## src/rtl/atc_cfg.svh

```systemverilog
/*
  Offsets, field positions, reset values and timing counts of the acquisition trigger block.
  Assumes inclusion by bare name from the package and the design modules.
*/
// How it works
// RULE1 - Immediate source fires trigger on start
// RULE2 - Phase source waits for phase A angle
// RULE3 - Phase fires on first match after arming
// RULE4 - Phases A B C offset 0 240 120
// RULE5 - Voltage step programs output and triggers together
// RULE6 - Step updates selected phase or all three
// RULE7 - Voltage step waits for closed output relay
// RULE8 - Positive delay holds off capture after trigger
// RULE9 - Positive delay zero to one second steps
// RULE10 - Negative delay limited to window depth
// RULE11 - Negative delay buffers samples before trigger
// RULE12 - Fixed mode applies new voltage immediately
// RULE13 - Local panel forces maximum slew rates
// RULE14 - Power-up resets slew rates to maximum
// RULE15 - Step mode holds triggered value permanently
// RULE16 - Pulse mode drives value for pulse time
// RULE17 - List mode steps through list points
// RULE18 - Fixed mode disables transient behaviour
// RULE19 - Single mode arms once, idles after capture
// RULE20 - Continuous mode re-arms after every trigger
// RULE21 - Source is two-bit code, fourth reserved
// RULE22 - Delay is signed count of 0.1 ms
// RULE23 - Start while armed restarts arming
`ifndef ATC_CFG_SVH
`define ATC_CFG_SVH

`define ATC_ADDR_CTRL      12'h000
`define ATC_ADDR_DELAY     12'h004
`define ATC_ADDR_PHASE     12'h008
`define ATC_ADDR_SETVOLT   12'h00c
`define ATC_ADDR_VOLT      12'h010
`define ATC_ADDR_SLEW      12'h014
`define ATC_ADDR_PULSE     12'h018
`define ATC_ADDR_STATUS    12'h01c
`define ATC_ADDR_OUTVOLT   12'h020

`define ATC_CTRL_START_BIT  0
`define ATC_CTRL_AUTO_REARM_ARMING_BIT   1
`define ATC_CTRL_SRC_LSB    2
`define ATC_CTRL_MODE_LSB   4
`define ATC_CTRL_PHSEL_LSB  6
`define ATC_CTRL_THREE_BIT  8

`define ATC_SLEW_MAX        16'hffff
`define ATC_DELAY_RESET     16'h0000
`define ATC_DELAY_POS_MAX   16'd10000
`define ATC_DELAY_NEG_1PH   16'd4260
`define ATC_DELAY_NEG_3PH   16'd12800
`define ATC_PHASE_B_OFS     9'd240
`define ATC_PHASE_C_OFS     9'd120
`define ATC_PHASE_FULL      9'd360

`define ATC_CLK_HZ          25000000
`define ATC_TICK_US         100
`define ATC_TICK_CYC        ((`ATC_CLK_HZ / 1000000) * `ATC_TICK_US)

`endif

```

## src/rtl/atc_pkg.sv

```systemverilog
/*
  Types shared by the acquisition trigger block.
  Includes the constants header itself by bare name, ahead of the package.
*/
`include "atc_cfg.svh"
package atc_pkg;
  typedef enum logic [1:0] {
    ATC_SRC_IMM   = 2'h0,
    ATC_SRC_PHASE = 2'h1,
    ATC_SRC_STEP  = 2'h2,
    ATC_SRC_RSVD  = 2'h3
  } atc_src_e;

  typedef enum logic [1:0] {
    ATC_MODE_FIXED = 2'h0,
    ATC_MODE_STEP  = 2'h1,
    ATC_MODE_PULSE = 2'h2,
    ATC_MODE_LIST  = 2'h3
  } atc_mode_e;

  typedef enum logic [1:0] {
    ATC_ST_IDLE  = 2'b00,
    ATC_ST_ARMED = 2'b01,
    ATC_ST_HOLD  = 2'b11,
    ATC_ST_CAPT  = 2'b10
  } atc_state_e;
endpackage

```

## src/rtl/atc_tick.sv

```systemverilog
/*
  Divider that produces one pulse every 0.1 ms from the system clock.
  Assumes a free-running clock at the rate set in the constants header.
*/
`timescale 1ns/10ps
`include "atc_cfg.svh"
module atc_tick #(
  parameter int TICK_CYC = `ATC_TICK_CYC
) (
  input  wire logic clock_i,
  input  wire logic rst_b_i,
  output logic      tick_o
);
  logic [15:0] cnt_reg;
  wire         wrap = (cnt_reg == 16'(TICK_CYC - 1));

  always_ff @(posedge clock_i or negedge rst_b_i) begin
    if (!rst_b_i) cnt_reg <= 16'h0000;
    else cnt_reg <= wrap ? 16'h0000 : cnt_reg + 16'h0001;
  end

  assign tick_o = wrap;
endmodule

```

## src/rtl/atc_phase_match.sv

```systemverilog
/*
  Detects the moment phase A reaches the programmed trigger phase angle.
  Assumes phase_a_i counts 0..359 degrees on the same clock.
*/
`timescale 1ns/10ps
`include "atc_cfg.svh"
module atc_phase_match (
  input  wire logic       clock_i,
  input  wire logic       rst_b_i,
  input  wire logic [8:0] phase_a_i,
  input  wire logic [8:0] target_i,
  output logic            hit_o,
  output logic [8:0]      phase_b_o,
  output logic [8:0]      phase_c_o
);
  logic [8:0] prev_reg;

  function automatic logic [8:0] wrap_add(input logic [8:0] a, input logic [8:0] b);
    logic [9:0] s;
    s = {1'b0, a} + {1'b0, b};
    wrap_add = (s >= {1'b0, `ATC_PHASE_FULL}) ? 9'(s - {1'b0, `ATC_PHASE_FULL}) : s[8:0];
  endfunction

  always_ff @(posedge clock_i or negedge rst_b_i) begin
    if (!rst_b_i) prev_reg <= 9'h000;
    else prev_reg <= phase_a_i;
  end

  // A crossing counts when the target lies in (prev, now], wrap included.
  wire wrapped = phase_a_i < prev_reg;
  assign hit_o = wrapped ? (target_i > prev_reg || target_i <= phase_a_i)
                         : (target_i > prev_reg && target_i <= phase_a_i); // RULE2
  assign phase_b_o = wrap_add(target_i, `ATC_PHASE_B_OFS); // RULE4
  assign phase_c_o = wrap_add(target_i, `ATC_PHASE_C_OFS); // RULE4
endmodule

```

## src/rtl/atc_top.sv

```systemverilog
/*
  Acquisition trigger and positioning control with output transient-mode selection.
  Assumes an APB master on clock_i, phase A angle and relay state from synchronous logic,
  and the local-panel strap as an asynchronous pin.
*/
// The address map and the APB slave port are this design's own decisions.
`timescale 1ns/10ps
`include "atc_cfg.svh"
module atc_top #(
  parameter int TICK_CYC = `ATC_TICK_CYC,
  parameter int PULSE_W  = 16
) (
  input  wire logic        clock_i,
  input  wire logic        rst_b_i,
  input  wire logic        psel_i,
  input  wire logic        penable_i,
  input  wire logic        pwrite_i,
  input  wire logic [11:0] paddr_i,
  input  wire logic [31:0] pwdata_i,
  output logic [31:0]      prdata_o,
  output logic             pready_o,
  output logic             pslverr_o,
  input  wire logic [8:0]  phase_a_i,
  input  wire logic        relay_closed_i,
  input  wire logic        local_panel_i,
  input  wire logic        sample_i,
  input  wire logic        list_done_i,
  output logic             trigger_o,
  output logic             capture_o,
  output logic             pretrig_buffer_o,
  output logic [15:0]      volt_a_o,
  output logic [15:0]      volt_b_o,
  output logic [15:0]      volt_c_o,
  output logic [15:0]      volt_slew_o,
  output logic [15:0]      freq_slew_o,
  output logic             transient_go_o,
  output logic             list_step_o,
  output logic [8:0]       phase_b_o,
  output logic [8:0]       phase_c_o
);
  atc_pkg::atc_state_e state_reg, state_next;
  logic             auto_rearm_arming_reg;
  logic [1:0]       src_reg;
  logic [1:0]       mode_reg;
  logic [1:0]       phsel_reg;
  logic             three_reg;
  logic [15:0]      delay_reg;
  logic [8:0]       tphase_reg;
  logic [15:0]      setvolt_reg;
  logic [15:0]      fixvolt_reg;
  logic [15:0]      vslew_reg;
  logic [15:0]      fslew_reg;
  logic [PULSE_W-1:0] pulse_len_reg;
  logic [PULSE_W-1:0] pulse_cnt_reg;
  logic [15:0]      hold_cnt_reg;
  logic [15:0]      va_reg;
  logic [15:0]      vb_reg;
  logic [15:0]      vc_reg;
  logic [15:0]      base_a_reg;
  logic [15:0]      base_b_reg;
  logic [15:0]      base_c_reg;
  logic             pulse_on_reg;
  logic             trig_reg;
  logic             capt_reg;
  logic             capt_count_reg;
  logic             lp_s1_reg;
  logic             lp_s2_reg;
  logic [31:0]      rdata_reg;

  wire tick;
  wire phase_hit;

  function automatic logic [15:0] neg16(input logic [15:0] v);
    neg16 = 16'(~v + 16'h0001);
  endfunction

  function automatic logic phase_upd(input logic [1:0] sel, input logic [1:0] idx);
    phase_upd = (sel == idx) || (sel == 2'h3);
  endfunction

  atc_tick #(.TICK_CYC(TICK_CYC)) u_tick (
    .clock_i (clock_i),
    .rst_b_i (rst_b_i),
    .tick_o  (tick)
  );

  atc_phase_match u_phase (
    .clock_i   (clock_i),
    .rst_b_i   (rst_b_i),
    .phase_a_i (phase_a_i),
    .target_i  (tphase_reg),
    .hit_o     (phase_hit),
    .phase_b_o (phase_b_o),
    .phase_c_o (phase_c_o)
  );

  // Two-flop synchroniser for the panel strap pin.
  always_ff @(posedge clock_i or negedge rst_b_i) begin
    if (!rst_b_i) begin
      lp_s1_reg <= 1'b0;
      lp_s2_reg <= 1'b0;
    end else begin
      lp_s1_reg <= local_panel_i;
      lp_s2_reg <= lp_s1_reg;
    end
  end

  // APB decode; every access completes in its first access cycle.
  wire acc      = psel_i && penable_i;
  wire wr       = acc && pwrite_i;

  wire hit_ctrl = paddr_i == `ATC_ADDR_CTRL;
  wire hit_dly  = paddr_i == `ATC_ADDR_DELAY;
  wire hit_ph   = paddr_i == `ATC_ADDR_PHASE;
  wire hit_sv   = paddr_i == `ATC_ADDR_SETVOLT;
  wire hit_v    = paddr_i == `ATC_ADDR_VOLT;
  wire hit_sl   = paddr_i == `ATC_ADDR_SLEW;
  wire hit_pl   = paddr_i == `ATC_ADDR_PULSE;
  wire hit_st   = paddr_i == `ATC_ADDR_STATUS;
  wire hit_ov   = paddr_i == `ATC_ADDR_OUTVOLT;

  wire mapped   = hit_ctrl | hit_dly | hit_ph | hit_sv | hit_v | hit_sl | hit_pl
                | hit_st | hit_ov;

  wire start    = wr && hit_ctrl && pwdata_i[`ATC_CTRL_START_BIT];

  // Delay sign picks pre-trigger or post-trigger; range clamps at write time.
  wire        dly_neg   = pwdata_i[15];
  wire [15:0] dly_mag   = dly_neg ? neg16(pwdata_i[15:0]) : pwdata_i[15:0];
  wire [15:0] neg_lim   = three_reg ? `ATC_DELAY_NEG_3PH : `ATC_DELAY_NEG_1PH;
  wire [15:0] dly_pos_c = (dly_mag > `ATC_DELAY_POS_MAX) ? `ATC_DELAY_POS_MAX : dly_mag; // RULE9
  wire [15:0] dly_neg_c = (dly_mag > neg_lim) ? neg16(neg_lim)
                                              : pwdata_i[15:0]; // RULE10
  wire [15:0] dly_wr    = dly_neg ? dly_neg_c : dly_pos_c; // RULE22

  wire        neg_delay = delay_reg[15];

  // Trigger qualification per source.
  wire fire_cond = (src_reg == atc_pkg::ATC_SRC_IMM)   ? 1'b1 :                 // RULE1
                   (src_reg == atc_pkg::ATC_SRC_PHASE) ? phase_hit :            // RULE2
                   (src_reg == atc_pkg::ATC_SRC_STEP)  ? relay_closed_i : 1'b0; // RULE7 RULE21
  wire fire      = (state_reg == atc_pkg::ATC_ST_ARMED) && !start && fire_cond; // RULE3

  wire hold_done = (hold_cnt_reg == 16'h0000);

  always_comb begin
    state_next = state_reg;
    case (state_reg)
      atc_pkg::ATC_ST_IDLE: begin
        if (start) state_next = atc_pkg::ATC_ST_ARMED;
      end
      atc_pkg::ATC_ST_ARMED: begin
        if (start) state_next = atc_pkg::ATC_ST_ARMED; // RULE23
        else if (fire) state_next = atc_pkg::ATC_ST_HOLD;
      end
      atc_pkg::ATC_ST_HOLD: begin
        if (start) state_next = atc_pkg::ATC_ST_ARMED;
        else if (neg_delay || hold_done) state_next = atc_pkg::ATC_ST_CAPT; // RULE8
      end
      atc_pkg::ATC_ST_CAPT: begin
        if (start) state_next = atc_pkg::ATC_ST_ARMED;
        else if (sample_i) state_next = auto_rearm_arming_reg ? atc_pkg::ATC_ST_ARMED // RULE20
                                                 : atc_pkg::ATC_ST_IDLE; // RULE19
      end
      default: state_next = atc_pkg::ATC_ST_IDLE;
    endcase
  end

  always_ff @(posedge clock_i or negedge rst_b_i) begin
    if (!rst_b_i) begin
      state_reg <= atc_pkg::ATC_ST_IDLE;
    end else begin
      state_reg <= state_next;
    end
  end

  // Hold-off counter in 0.1 ms ticks, loaded when the trigger fires.
  always_ff @(posedge clock_i or negedge rst_b_i) begin
    if (!rst_b_i) begin
      hold_cnt_reg <= 16'h0000;
    end else if (fire) begin
      hold_cnt_reg <= neg_delay ? 16'h0000 : delay_reg; // RULE8
    end else if (tick && !hold_done) begin
      hold_cnt_reg <= hold_cnt_reg - 16'h0001;
    end
  end

  always_ff @(posedge clock_i or negedge rst_b_i) begin
    if (!rst_b_i) begin
      trig_reg <= 1'b0;
      capt_reg <= 1'b0;
    end else begin
      trig_reg <= fire;
      capt_reg <= (state_next == atc_pkg::ATC_ST_CAPT);
    end
  end

  // Software registers.
  always_ff @(posedge clock_i or negedge rst_b_i) begin
    if (!rst_b_i) begin
      auto_rearm_arming_reg    <= 1'b0;
      src_reg     <= 2'h0;
      mode_reg    <= 2'h0;
      phsel_reg   <= 2'h3;
      three_reg   <= 1'b0;
      delay_reg   <= `ATC_DELAY_RESET;
      tphase_reg  <= 9'h000;
      setvolt_reg <= 16'h0000;
      pulse_len_reg <= '0;
      vslew_reg   <= `ATC_SLEW_MAX; // RULE14
      fslew_reg   <= `ATC_SLEW_MAX; // RULE14
    end else if (wr) begin
      if (hit_ctrl) begin
        auto_rearm_arming_reg  <= pwdata_i[`ATC_CTRL_AUTO_REARM_ARMING_BIT];
        src_reg   <= pwdata_i[`ATC_CTRL_SRC_LSB +: 2];
        mode_reg  <= pwdata_i[`ATC_CTRL_MODE_LSB +: 2];
        phsel_reg <= pwdata_i[`ATC_CTRL_PHSEL_LSB +: 2];
        three_reg <= pwdata_i[`ATC_CTRL_THREE_BIT];
      end
      if (hit_dly) begin
        delay_reg <= dly_wr;
      end
      if (hit_ph) begin
        tphase_reg <= (pwdata_i[8:0] >= `ATC_PHASE_FULL) ? 9'h000 : pwdata_i[8:0];
      end
      if (hit_sv) begin
        setvolt_reg <= pwdata_i[15:0];
      end
      if (hit_pl) begin
        pulse_len_reg <= pwdata_i[PULSE_W-1:0];
      end
      if (hit_sl) begin
        vslew_reg <= pwdata_i[15:0];
        fslew_reg <= pwdata_i[31:16];
      end
    end
  end

  always_ff @(posedge clock_i or negedge rst_b_i) begin
    if (!rst_b_i) begin
      fixvolt_reg <= 16'h0000;
    end else if (wr && hit_v) begin
      fixvolt_reg <= pwdata_i[15:0];
    end
  end

  // Output voltage per phase.
  wire step_src  = (src_reg == atc_pkg::ATC_SRC_STEP);
  wire fixed     = (mode_reg == atc_pkg::ATC_MODE_FIXED);
  wire tr_fire   = fire && !fixed;                                     // RULE18
  wire upd_a     = phase_upd(phsel_reg, 2'h0); // RULE6
  wire upd_b     = phase_upd(phsel_reg, 2'h1); // RULE6
  wire upd_c     = phase_upd(phsel_reg, 2'h2); // RULE6
  wire pulse_end = pulse_on_reg && (pulse_cnt_reg == '0);

  always_ff @(posedge clock_i or negedge rst_b_i) begin
    if (!rst_b_i) begin
      va_reg <= 16'h0000;
      vb_reg <= 16'h0000;
      vc_reg <= 16'h0000;
    end else if (wr && hit_v && fixed) begin
      va_reg <= pwdata_i[15:0]; // RULE12
      vb_reg <= pwdata_i[15:0];
      vc_reg <= pwdata_i[15:0];
    end else if (fire && step_src) begin
      if (upd_a) va_reg <= setvolt_reg; // RULE5
      if (upd_b) vb_reg <= setvolt_reg;
      if (upd_c) vc_reg <= setvolt_reg;
    end else if (pulse_end) begin
      va_reg <= base_a_reg; // RULE16
      vb_reg <= base_b_reg;
      vc_reg <= base_c_reg;
    end
  end

  // Pulse timing; step mode never restores, so it holds the value.
  always_ff @(posedge clock_i or negedge rst_b_i) begin
    if (!rst_b_i) begin
      pulse_on_reg  <= 1'b0;
      pulse_cnt_reg <= '0;
      base_a_reg    <= 16'h0000;
      base_b_reg    <= 16'h0000;
      base_c_reg    <= 16'h0000;
    end else if (tr_fire && step_src && mode_reg == atc_pkg::ATC_MODE_PULSE) begin
      pulse_on_reg  <= 1'b1; // RULE16
      pulse_cnt_reg <= pulse_len_reg;
      base_a_reg    <= va_reg;
      base_b_reg    <= vb_reg;
      base_c_reg    <= vc_reg;
    end else if (pulse_end || fixed) begin
      pulse_on_reg  <= 1'b0; // RULE18
    end else if (pulse_on_reg && tick) begin
      pulse_cnt_reg <= pulse_cnt_reg - 1'b1;
    end
  end

  always_ff @(posedge clock_i or negedge rst_b_i) begin
    if (!rst_b_i) begin
      capt_count_reg <= 1'b0;
    end else begin
      capt_count_reg <= (mode_reg == atc_pkg::ATC_MODE_LIST) && !list_done_i
                        && (tr_fire || (capt_count_reg && !fixed)); // RULE17
    end
  end

  // Read mux.
  wire [31:0] ctrl_rd = {23'h000000, three_reg, phsel_reg, mode_reg, src_reg, auto_rearm_arming_reg, 1'b0};
  wire [31:0] stat_rd = {28'h0000000, pulse_on_reg, lp_s2_reg, state_reg};

  wire [31:0] rd_mux  = hit_ctrl ? ctrl_rd :
                        hit_dly  ? {16'h0000, delay_reg} :
                        hit_ph   ? {23'h000000, tphase_reg} :
                        hit_sv   ? {16'h0000, setvolt_reg} :
                        hit_v    ? {16'h0000, fixvolt_reg} :
                        hit_sl   ? {fslew_reg, vslew_reg} :
                        hit_pl   ? 32'(pulse_len_reg) :
                        hit_st   ? stat_rd :
                        hit_ov   ? {16'h0000, va_reg} : 32'h00000000;

  always_ff @(posedge clock_i or negedge rst_b_i) begin
    if (!rst_b_i) begin
      rdata_reg <= 32'h00000000;
    end else if (psel_i && !penable_i && !pwrite_i) begin
      rdata_reg <= rd_mux;
    end
  end

  assign prdata_o         = rdata_reg;
  assign pready_o         = 1'b1;
  assign pslverr_o        = acc && !mapped;

  assign trigger_o        = trig_reg;
  assign capture_o        = capt_reg;
  assign pretrig_buffer_o = neg_delay && (state_reg != atc_pkg::ATC_ST_IDLE); // RULE11
  assign volt_a_o         = va_reg;
  assign volt_b_o         = vb_reg;
  assign volt_c_o         = vc_reg;
  assign volt_slew_o      = lp_s2_reg ? `ATC_SLEW_MAX : vslew_reg; // RULE13
  assign freq_slew_o      = lp_s2_reg ? `ATC_SLEW_MAX : fslew_reg; // RULE13

  assign transient_go_o   = tr_fire && (mode_reg == atc_pkg::ATC_MODE_STEP); // RULE15
  assign list_step_o      = capt_count_reg;
endmodule

```

## config.mk

```make
export PLATFORM = sky130hd
export DESIGN_NAME = atc_top
export DESIGN_NICKNAME = d
export VERILOG_FILES = /design/src/rtl/atc_pkg.sv /design/src/rtl/atc_tick.sv /design/src/rtl/atc_phase_match.sv /design/src/rtl/atc_top.sv
export VERILOG_INCLUDE_DIRS = /design/src /design/src/rtl
export SDC_FILE = /design/constraint.sdc
export NUM_CORES = 1
export LEC_CHECK = 0
export ABC_CLOCK_PERIOD_IN_PS = 3400
export BUFFER_PORTS_ARGS = -buffer_cell sky130_fd_sc_hd__clkbuf_2
export CAP_MARGIN = 30
export CORE_MARGIN = 1.5
export CORE_UTILIZATION = 38
export CTS_CLUSTER_DIAMETER = 200
export DETAILED_ROUTE_END_ITERATION = 8
export HOLD_SLACK_MARGIN = 0.08
export SLEW_MARGIN = 20
export SYNTH_ARGS = -nofsm -noshare
export SYNTH_HDL_FRONTEND = slang
export SYNTH_SLANG_ARGS = --single-unit
```

## constraint.sdc

```tcl
create_clock -name clock_i -period 3.4 [get_ports clock_i]
set_clock_uncertainty 0.15 [all_clocks]
set_input_delay 0.34 -clock clock_i [delete_from_list [all_inputs] [get_ports clock_i]]
set_output_delay 0.34 -clock clock_i [all_outputs]
set_load 0.02 [all_outputs]
```

==> results of run 1 <==
power by group through the flow:
stage	Clock (mW)	Combinational, mW	Sequential, mW
final	3.99	0.920	3.79
after global routing	4.22	1.00	3.79
after CTS	4.06	0.906	3.78
after detailed placement	0	0.875	3.85
after global placement	0	0.861	3.85
after floorplan	0	0.450	3.86
how the worst max path moves through the flow:
| stage | endpoint | depth (start not counted) |
|---|---|---|
| 4_1_cts | transient_go_o | 11 |
| 2_1_floorplan | delay_reg[10]$_DFFE_PN0P_ | 13 |
| 6_report | phase_c_o[8] | 12 |
| 3_5_place_dp | delay_reg[3]$_DFFE_PN0P_ | 13 |
| 3_3_place_gp | delay_reg[3]$_DFFE_PN0P_ | 13 |
| 5_1_grt | transient_go_o | 10 |
through the flow:
stage	hold slack (ns)	total power [mW]
after floorplan	-0.106	4.31
after global placement	0.182	4.71
after detailed placement	0.192	4.72
after CTS	0.0994	8.75
after global routing	0.140	9.02
final	0.133	8.70
layout by cell type (no fill, tap or decap), types with 8 or more instances in the layout:
cell type      instances
nand2_1              283
dfrtp_1              268
clkbuf_2             192
o21ai_0              124
mux2_2               121
nor2_1                92
buf_4                 90
a21oi_1               81
xnor2_1               45
inv_1                 40
ha_1                  40
clkbuf_16             37
nand3_1               35
or2_2                 34
dfstp_2               34
nand2b_1              32
dlygate4sd3_1         29
nor3_1                23
mux2i_1               20
xor2_1                19
a31oi_1               15
o22ai_1               15
o21ai_1               14
and3_1                12
nand4_1               12
nor4_1                10
nor2b_1               10
buf_12                10
a211oi_1               9
or3_1                  9
clkbuf_1               9
o31ai_1                8
a22o_1                 8
clkbuf_8               8
cell usage after synthesis, drive strengths merged (8+ instances only):
| cell type | count |
|---|---|
| a22o | 8 |
| or4 | 8 |
| xor2 | 19 |
| and2 | 8 |
| o31ai | 11 |
| o22ai | 15 |
| mux2 | 121 |
| a21oi | 85 |
| xnor2 | 47 |
| and3 | 12 |
| nand2 | 284 |
| buf | 30 |
| nand3 | 35 |
| ha | 45 |
| nand4 | 13 |
| nor2 | 96 |
| dfstp | 34 |
| o21ai | 141 |
| inv | 43 |
| dfrtp | 272 |
| nor2b | 11 |
| or3 | 9 |
| nand2b | 32 |
| nor4 | 13 |
| nor3 | 26 |
| mux2i | 20 |
| a211oi | 11 |
| a31oi | 17 |
| a221oi | 8 |
| or2 | 35 |
| clkbuf | 79 |
metal layers:
layer | up-vias | wire length, um | track usage
li1 | 6381 | - | -
met1 | 6784 | 23500 | 0.333
met2 | 494 | 23000 | 0.359
met3 | 79 | 4040 | 0.0579
met4 | 0 | 1390 | 0.0760
met5 | - | 0 | 0
logic make-up (layout without fill, tap and decap cells):
logic type,count (synthesis),in the layout,share of synthesized area
adders and majority gates,46,46,0.0354
AOI/OAI and AO/OA,357,357,0.138
muxes,141,141,0.0966
other,1,1,0.000232
DFF,306,306,0.476
buffers and inverters,152,433,0.0392
and+or+nand+nor,606,607,0.179
xor gates and xnor gates,66,66,0.0357
repair_timing:
action / 4_1_cts / 5_1_grt
hold buffers: 30 / 0
hold endpoints to repair: 104 / 0
endpoints found under the setup margin: 7 / 27
cloned: 0 / 1
pin swaps: 4 / 21
buffers inserted: 3 / 8
resized for setup: 20 / 30
critical path, delay by kind of cell, from the launching register on:
family                   cells  cell delay (ns)
AO/OA/AOI/OAI                4             0.74
AND/OR/NAND/NOR              2             0.41
flip-flops                   1             0.38
buffers and inverters        3             0.37
XOR/XNOR                     2             0.27
adder cells (fa/ha/maj)      1             0.16
layout make-up:
class / instances / area (sq um) / share of cell area
Clock inverter: 12 / 145 / 0.00727
Timing Repair Buffer: 324 / 2160 / 0.108
Sequential cell: 306 / 7700 / 0.386
Inverter: 43 / 164 / 0.00821
Clock buffer: 54 / 1070 / 0.0536
Tap cell: 539 / 674 / 0.0338
Multi-Input combinational cell: 1218 / 8050 / 0.403
==> impl_metrics.csv, run 1 <==
group,metric,value,unit
outcome,status,"completed",
global_route,grt_pass1_wl,79900,um
logic_synthesis,yosys_warnings,0,
logic_synthesis,synth_area_leader_cell,"dfrtp_1",
place,place_area,0.0182,sq mm
floorplanning,fp.dieH,209,um
clock_network,cts_root_buf,"clkbuf_16",
logic_synthesis,async_reset_ff_frac,1.00,
layout,final_nets,2036,
detailed_routing,totalWireLength,52000,um
detailed_routing,ant_nets,0,
worst_setup_path,critPathSlowestCell,"dfrtp_1",
floorplanning,core_area,0.0419,sq mm
sta,setup_viol,0,
worst_setup_path,end_kind,"primary output",
sta,rsz0062_at_grt,"true",
worst_setup_path,worstPathRequired,2.91,ns
worst_setup_path,worstReg2RegEnd,"volt_a_o[10]$_DFFE_PN0P_",
sta,min_period_over_period,0.989,
clock_network,cts_buffer_depth,3,
global_route,grt_overflow_total,0,
floorplanning,std_cell_rows,75,
layout,drive_gt1_frac,0.307,
layout,fin_cells,2496,
worst_setup_path,critPathMaxFanout,4,
sta,slew_viol_final,0,
power,switching_share,0.255,
detailed_routing,wl_per_cell,20.8,um
sta,hold_violations,0,
logic_synthesis,synth_seq_cells,306,
worst_setup_path,cp_common_cell,"buf_4",
detailed_routing,viasPerCell,5.50,
global_route,antenna_found_initial,0,
logic_synthesis,synth_area,0.0162,sq mm
place,gp_congestion,0.897,
hold_path,min_to,"phsel_reg[0]$_DFFE_PN1P_",
hold_path,hold_depth,4,
place,dp_cells,2389,
logic_synthesis,synth_top_flop_cell,"dfrtp_1",
layout,num-fill-cells,3861,
logic_synthesis,ys_top_cells_by_area,"dfrtp_1, mux2_2, nand2_1, dfstp_2, o21ai_0",
hold_path,hp-start,"pwdata_i[6]",
place,preCtsSetupSlack,-0.215,ns
sta,max_clock_freq,297,MHz
sta,finalWorstSetupSlack,0.0386,ns
logic_synthesis,synth_top_area_frac,0.421,
layout,largest_register_ff_count,32,
clock_network,cts_sinks,306,
logic_synthesis,syn_avg_cell_area,9.66,sq um
worst_setup_path,r2r_cells,7,
worst_setup_path,r2r_slack,0.25,ns
global_route,grt_max_degree,85,
clock_network,tritoncts,"built",
power,ir_drop,0.372,mV
detailed_routing,drtPass1Iterations,5,
worst_setup_path,reg2reg_from,"pulse_cnt_reg[5]$_DFFE_PN0P_",
floorplanning,initial_utilization,0.386,
place,port_buffers,197,
logic_synthesis,synth-seq-area-share,0.476,
sta,period_minus_slack,3.36,ns
clock_network,cts_buffers,36,
place,dp_hpwl,36500,um
logic_synthesis,synth-edff-count,0,
logic_synthesis,ys_types,82,
clock_network,clk_pin_slew,0.06,ns
logic_synthesis,syn_nets,1782,
worst_setup_path,cp-start-kind,"flop",
worst_setup_path,worstPathArrival,2.87,ns
layout,finish.utilization,0.476,
run,maxCapViolCount,0,
sta,final.setup.tns,0,ns
layout,areaGrowthSynthToFinish,23.4,%
worst_setup_path,worstSetupStartpoint,"tphase_reg[4]$_DFFE_PN0P_",
floorplanning,fp.dieW,209,um
sta,worst-slew-pin-transition,0.987,ns
power,seqPwrFrac,0.435,
hold_path,min_path_type,"in2reg",
global_route,grt_pass1_vias,13585,
worst_setup_path,max_stage_delay,0.38,ns
clock_network,cts_max_level,2,
power,p_switching,2.22,mW
detailed_routing,drc,0,
power,internal-power,6.48,mW
floorplanning,dieArea,0.0438,sq mm
layout,fin_area,0.0200,sq mm
detailed_routing,vias,13738,
layout,antenna_cells,0,
power,combPwrFrac,0.106,
sta,relSlewSlack,0.333,
floorplanning,ios,199,
power,p_leak,9.73,nW
worst_setup_path,worstSetupPathType,"reg2out",
power,p_per_area,436,mW/mm^2
logic_synthesis,synth_cells,1675,
clock_network,clk_latency,0.55,ns
global_route,grt.total_usage,0.237,
worst_setup_path,crit_chain,"buf_4 -> inv_4 -> ha_4 -> a21boi_4 -> xnor2_2 -> or2_4 -> o22a_1 -> nor2_4 -> a21oi_2 -> a211oi_2 -> xor2_1 -> buf_4",
detailed_routing,drt_iter0_drc,1056,
power,p_clk_frac,0.459,
Power figures use the tool's default switching activity.
==> inputs of run 2 (changes only) <==
--- a/config.mk
+++ b/config.mk
@@ -14,6 +14,7 @@
 export CTS_CLUSTER_DIAMETER = 200
 export DETAILED_ROUTE_END_ITERATION = 8
 export HOLD_SLACK_MARGIN = 0.08
+export RECOVER_POWER = 100
 export SLEW_MARGIN = 20
 export SYNTH_ARGS = -nofsm -noshare
 export SYNTH_HDL_FRONTEND = slang
==> run 2 against run 1 <==
  * Routed wire length hardly changed
  * Register-to-register slack worse by 0.12 ns
  * First-iteration DRC count decreased by 1.3%
  * Final area decreased by 1.8%
  * Maximum frequency down 1.4%
  * Largest cell class unchanged
  * Sequential power barely moved
  * The flow now finishes with violations (capacitance limit, slew limit, setup timing)
==> impl_metrics.csv, run 2 (synthesis gave the netlist of run 1 again) <==
group,metric,value,unit
global_route,grt.total_usage,0.237,
sta,hold_violations,0,
detailed_routing,drt_iter0_drc,1042,
worst_setup_path,critPathSlowestCell,"dfrtp_1",
floorplanning,fp.dieH,209,um
run,maxCapViolCount,1,
worst_setup_path,end_kind,"primary output",
detailed_routing,viasPerCell,5.51,
floorplanning,initial_utilization,0.386,
layout,areaGrowthSynthToFinish,21.2,%
place,preCtsSetupSlack,-0.215,ns
global_route,grt_pass1_wl,79900,um
global_route,grt_max_degree,85,
hold_path,min_path_type,"in2reg",
place,dp_hpwl,36500,um
worst_setup_path,worstPathRequired,2.91,ns
detailed_routing,drtPass1Iterations,6,
worst_setup_path,crit_chain,"buf_4 -> inv_4 -> ha_4 -> a21boi_4 -> xnor2_2 -> or2_4 -> o22a_1 -> nor2_2 -> a21oi_2 -> a211oi_2 -> xor2_1 -> buf_4",
clock_network,cts_buffers,36,
worst_setup_path,worstSetupPathType,"reg2out",
sta,finalWorstSetupSlack,-0.0104,ns
layout,fin_area,0.0196,sq mm
worst_setup_path,reg2reg_from,"pulse_cnt_reg[5]$_DFFE_PN0P_",
floorplanning,fp.dieW,209,um
place,place_area,0.0182,sq mm
layout,final_nets,2036,
worst_setup_path,critPathTopFamily,"compound AO/OA/AOI/OAI gates",
power,p_leak,9.22,nW
layout,layout_commonest_cell,"nand2_1",
worst_setup_path,cp-start-kind,"flop",
clock_network,clk_latency,0.55,ns
layout,fin_cells,2496,
global_route,antenna_found_initial,0,
sta,relSlewSlack,-0.550,
place,port_buffers,197,
sta,min_period_over_period,1.00,
outcome,status,"finished, violations left",
power,seqPwrFrac,0.437,
sta,worst-slew-pin-transition,2.33,ns
worst_setup_path,critPathMaxFanout,4,
detailed_routing,vias,13755,
place,dp_cells,2389,
layout,largest_register_ff_count,32,
sta,period_minus_slack,3.41,ns
worst_setup_path,max_stage_delay,0.38,ns
layout,drive_gt1_frac,0.230,
clock_network,tritoncts,"built",
sta,slew_viol_final,83,
worst_setup_path,cp_common_cell,"buf_4",
sta,setup_viol,1,
clock_network,cts_sinks,306,
detailed_routing,wl_per_cell,20.8,um
global_route,grt_pass1_vias,13585,
worst_setup_path,r2r_cells,8,
outcome,violations,"capacitance limit, slew limit, setup timing",
worst_setup_path,worstSetupStartpoint,"tphase_reg[4]$_DFFE_PN0P_",
worst_setup_path,crit_cells,12,
power,p_per_area,442,mW/mm^2
detailed_routing,drc,0,
sta,final.setup.tns,-0.0104,ns
detailed_routing,totalWireLength,52000,um
floorplanning,std_cell_rows,75,
power,combPwrFrac,0.102,
detailed_routing,ant_nets,0,
floorplanning,core_area,0.0419,sq mm
layout,layout_common_cells,"nand2_1, dfrtp_1, clkbuf_1",
floorplanning,dieArea,0.0438,sq mm
clock_network,cts_buffer_depth,3,
hold_path,hp-start,"pwdata_i[6]",
floorplanning,ios,199,
sta,rsz0062_at_grt,"true",
global_route,grt_overflow_total,0,
worst_setup_path,crit_buf_inv,3,
clock_network,cts_max_level,2,
clock_network,clk_pin_slew,0.06,ns
hold_path,hold_depth,4,
layout,antenna_cells,0,
power,p_clk_frac,0.461,
worst_setup_path,worstPathArrival,2.92,ns
clock_network,cts_root_buf,"clkbuf_16",
power,switching_share,0.255,
power,p_switching,2.21,mW
power,ir_drop,0.367,mV
place,gp_congestion,0.897,
sta,max_clock_freq,293,MHz
power,internal-power,6.45,mW
==> run 2: cell count changes in the layout (fill, tap and decap cells not counted), moves of 5 or more <==
cell and change:
buf_12 -7, clkbuf_2 -125, clkbuf_4 +5, clkbuf_1 +138, buf_4 -11
==> run 2: per-stage QoR <==
stage                util  hold slack [ns]  total power, mW
floorplan               -           -0.106             4.31
global placement    0.433            0.182             4.71
finish              0.467            0.123             8.66
detailed placement  0.433            0.192             4.72
global route        0.467            0.147             8.99
CTS                 0.472           0.0994             8.75
==> run 2: path summary, 6_finish.rpt <==
kind | slack, ns | to
setup / recovery | -0.01 | phase_c_o[8]
hold / removal | 0.12 | phsel_reg[0]$_DFFE_PN1P_
setup reg to reg | 0.13 | volt_c_o[1]$_DFFE_PN0P_
hold reg to reg | 0.20 | lp_s2_reg$_DFF_PN0_
max in group asynchronous | 0.41 | setvolt_reg[13]$_DFFE_PN0P_
min in group asynchronous | 0.87 | u_phase.prev_reg[8]$_DFF_PN0_
==> run 2: power groups by stage <==
stage / combinational, mW / sequential, mW / clock, mW
6_report: 0.885 / 3.78 / 3.99
3_5_place_dp: 0.875 / 3.85 / 0
5_1_grt: 0.969 / 3.79 / 4.22
2_1_floorplan: 0.450 / 3.86 / 0
4_1_cts: 0.906 / 3.78 / 4.06
3_3_place_gp: 0.861 / 3.85 / 0
==> run 2: metal layers <==
metal / track usage / wire [um]
met1: 0.333 / 23300
met3: 0.0579 / 4240
met4: 0.0760 / 1470
met2: 0.359 / 22900
met5: 0 / 0
==> run 2: area by class of cell <==
class                      instances  area [sq um]
sequential                       306          7700
tap                              539           674
clock inverter                    12           145
fill                            3964         22300
multi-input combinational       1218          7980
clock buffer                      54          1070
inverter                          43           164
timing repair buffer             324          1870
==> run 2: worst register-to-register path: stages (launching register included) <==
cell,delay [ns]
dfrtp_1,0.39
or4_1,0.59
nor4b_1,0.85
nand3_1,0.33
nand2_1,0.20
a21oi_2,0.09
clkbuf_4,0.30
nand2_1,0.13
o21ai_0,0.09
==> run 2: timing repair <==
action	4_1_cts	5_1_grt
endpoints found under the setup margin	7	27
hold buffers	30	0
pin swaps	4	21
cloned	0	1
buffers inserted	3	8
hold endpoints to repair	104	0
resized for setup	20	30
==> inputs of run 3 (changes only) <==
--- a/config.mk
+++ b/config.mk
@@ -14,8 +14,10 @@
 export CTS_CLUSTER_DIAMETER = 200
 export DETAILED_ROUTE_END_ITERATION = 8
 export HOLD_SLACK_MARGIN = 0.08
+export PLACE_DENSITY = 0.58
 export RECOVER_POWER = 100
-export SLEW_MARGIN = 20
+export REMOVE_ABC_BUFFERS = 1
+export SLEW_MARGIN = 25
 export SYNTH_ARGS = -nofsm -noshare
 export SYNTH_HDL_FRONTEND = slang
 export SYNTH_SLANG_ARGS = --single-unit
==> run 3 against run 2 <==
  * The flow now finishes without violations
  * Non-clock buffer count grew 19
  * Core utilization up 1.3 points
  * Sequential power barely moved
  * Routed wire length increased by 0.82%
  * Sequential share of layout area decreased by 1.0 points
  * Flip-flop and latch count did not move
  * Global-route usage up 0.31 points
  * Critical path depth is 1 lower
  * Critical endpoint is now transient_go_o
==> impl_metrics.csv, run 3 (synthesis gave the netlist of run 1 again) <==
group,metric,value,unit
sta,min_period_over_period,0.992,
detailed_routing,ant_nets,0,
worst_setup_path,r2r_slack,0.13,ns
sta,hold_violations,0,
global_route,grt_max_degree,93,
place,gp_congestion,0.908,
detailed_routing,drtPass1Iterations,5,
worst_setup_path,worstPathArrival,2.88,ns
global_route,grt_overflow_total,0,
detailed_routing,dr_wl_met2,25000,um
layout,finish.utilization,0.480,
detailed_routing,drt-met1-wl,22900,um
layout,layout_common_cells,"nand2_1, dfrtp_1, clkbuf_2",
clock_network,clk_latency,0.56,ns
global_route,grt_pass1_wl,81000,um
place,dp_cells,2408,
clock_network,cts_sinks,306,
layout,layout_commonest_cell,"nand2_1",
worst_setup_path,critPathTopFamily,"compound AO/OA/AOI/OAI gates",
detailed_routing,top_layer_used,"met4",
floorplanning,ios,199,
global_route,antenna_found_initial,0,
sta,slew_viol_final,0,
worst_setup_path,max_stage_delay,0.42,ns
layout,fin_cells,2515,
worst_setup_path,crit_buf_inv,2,
worst_setup_path,worstPathRequired,2.91,ns
hold_path,min_path_type,"in2reg",
sta,relSlewSlack,0.381,
place,dp_hpwl,37400,um
outcome,status,"completed",
layout,antenna_cells,0,
floorplanning,initial_utilization,0.386,
place,port_buffers,197,
worst_setup_path,critPathSlowestCell,"dfrtp_2",
layout,final_nets,2055,
sta,period_minus_slack,3.37,ns
clock_network,clk_pin_slew,0.05,ns
detailed_routing,drc,0,
layout,drive_gt1_frac,0.312,
global_route,grt_pass1_vias,13649,
worst_setup_path,critPathMaxFanout,3,
global_route,grt.total_usage,0.240,
clock_network,cts_root_buf,"clkbuf_16",
worst_setup_path,r2r_cells,8,
floorplanning,dieArea,0.0438,sq mm
sta,rsz0062_at_grt,"true",
detailed_routing,vias,13748,
detailed_routing,wl_met3,2720,um
power,p_leak,9.80,nW
detailed_routing,totalWireLength,52400,um
worst_setup_path,worstReg2RegEnd,"volt_b_o[14]$_DFFE_PN0P_",
layout,num-fill-cells,3898,
run,maxCapViolCount,0,
worst_setup_path,cp-start-kind,"flop",
hold_path,min_to,"vslew_reg[4]$_DFFE_PN1P_",
power,ir_drop,0.292,mV
worst_setup_path,end_kind,"primary output",
layout,areaGrowthSynthToFinish,24.5,%
sta,max_clock_freq,296,MHz
detailed_routing,drt_iter0_drc,899,
sta,hold_slack,0.108,ns
detailed_routing,wl_per_cell,20.8,um
worst_setup_path,crit_chain,"buf_6 -> ha_4 -> nand3_4 -> o21bai_4 -> a21oi_2 -> a211oi_2 -> a31oi_1 -> o22ai_1 -> a211o_1 -> nor3b_2 -> clkbuf_8",
sta,worst-slew-pin-transition,0.926,ns
floorplanning,fp.dieW,209,um
layout,largest_register_ff_count,32,
sta,setup_viol,0,
power,p_per_area,430,mW/mm^2
clock_network,cts_max_level,2,
sta,final.setup.tns,0,ns
floorplanning,fp.dieH,209,um
clock_network,cts_buffer_depth,3,
worst_setup_path,worstSetupPathType,"reg2out",
clock_network,tritoncts,"built",
power,p_total,8.67,mW
detailed_routing,viasPerCell,5.47,
floorplanning,std_cell_rows,75,
hold_path,hp-start,"pwdata_i[4]",
worst_setup_path,reg2reg_from,"state_reg[1]$_DFF_PN0_",
clock_network,cts_buffers,37,
floorplanning,core_area,0.0419,sq mm
hold_path,hold_depth,4,
-- run 3: metrics by stage --
stage / setup WS [ns] / area (sq um)
after floorplan: -1.27 / 15700
after global placement: -0.498 / 18300
after detailed placement: -0.527 / 18300
after CTS: 0.00587 / 20000
after global routing: -0.0817 / 20100
final: 0.0273 / 20100
-- run 3: timing repair --
item                                    CTS  global route
hold buffers                             35             0
endpoints found under the hold margin   109             0
endpoints found under the setup margin    7            30
resized for setup                        27            46
setup buffers                             4             2
pin swaps                                 8            24
-- run 3: worst max path at each step --
stage,end,cells after the start,startpoint,slack (ns)
2_1_floorplan,base_a_reg[0]$_DFFE_PN0P_,7,paddr_i[9],-1.27
3_3_place_gp,delay_reg[10]$_DFFE_PN0P_,13,pwdata_i[8],-0.50
3_5_place_dp,delay_reg[10]$_DFFE_PN0P_,13,pwdata_i[8],-0.53
4_1_cts,transient_go_o,10,tphase_reg[3]$_DFFE_PN0P_,0.006
5_1_grt,transient_go_o,11,tphase_reg[3]$_DFFE_PN0P_,-0.08
6_report,transient_go_o,11,tphase_reg[3]$_DFFE_PN0P_,0.03
-- run 3: area by class of cell --
type,instances,area [sq um],area share
repair buffers,343,2270,0.113
inverters,43,161,0.00801
clock inverters,9,98.8,0.00491
multi-input cells,1217,8130,0.404
clock buffers,58,1110,0.0550
well taps,539,674,0.0335
flip-flops and latches,306,7700,0.383
-- run 3: layer usage --
layer	vias to the layer above	global-route usage
met5	-	0
met4	0	0.0997
met3	91	0.0341
met2	389	0.390
met1	6862	0.322
li1	6406	-
-- run 3: worst min-delay path: cells and delay by family --
family          cells  cell delay (ns)
buf+inv             3             0.36
compound gates      1             0.10
-- run 3: power by group --
group          total (mW)  internal (mW)  switching, mW
Combinational       0.900          0.338          0.562
Clock                3.98           2.39           1.59
Sequential           3.79           3.72         0.0701
Total                8.67           6.44           2.22
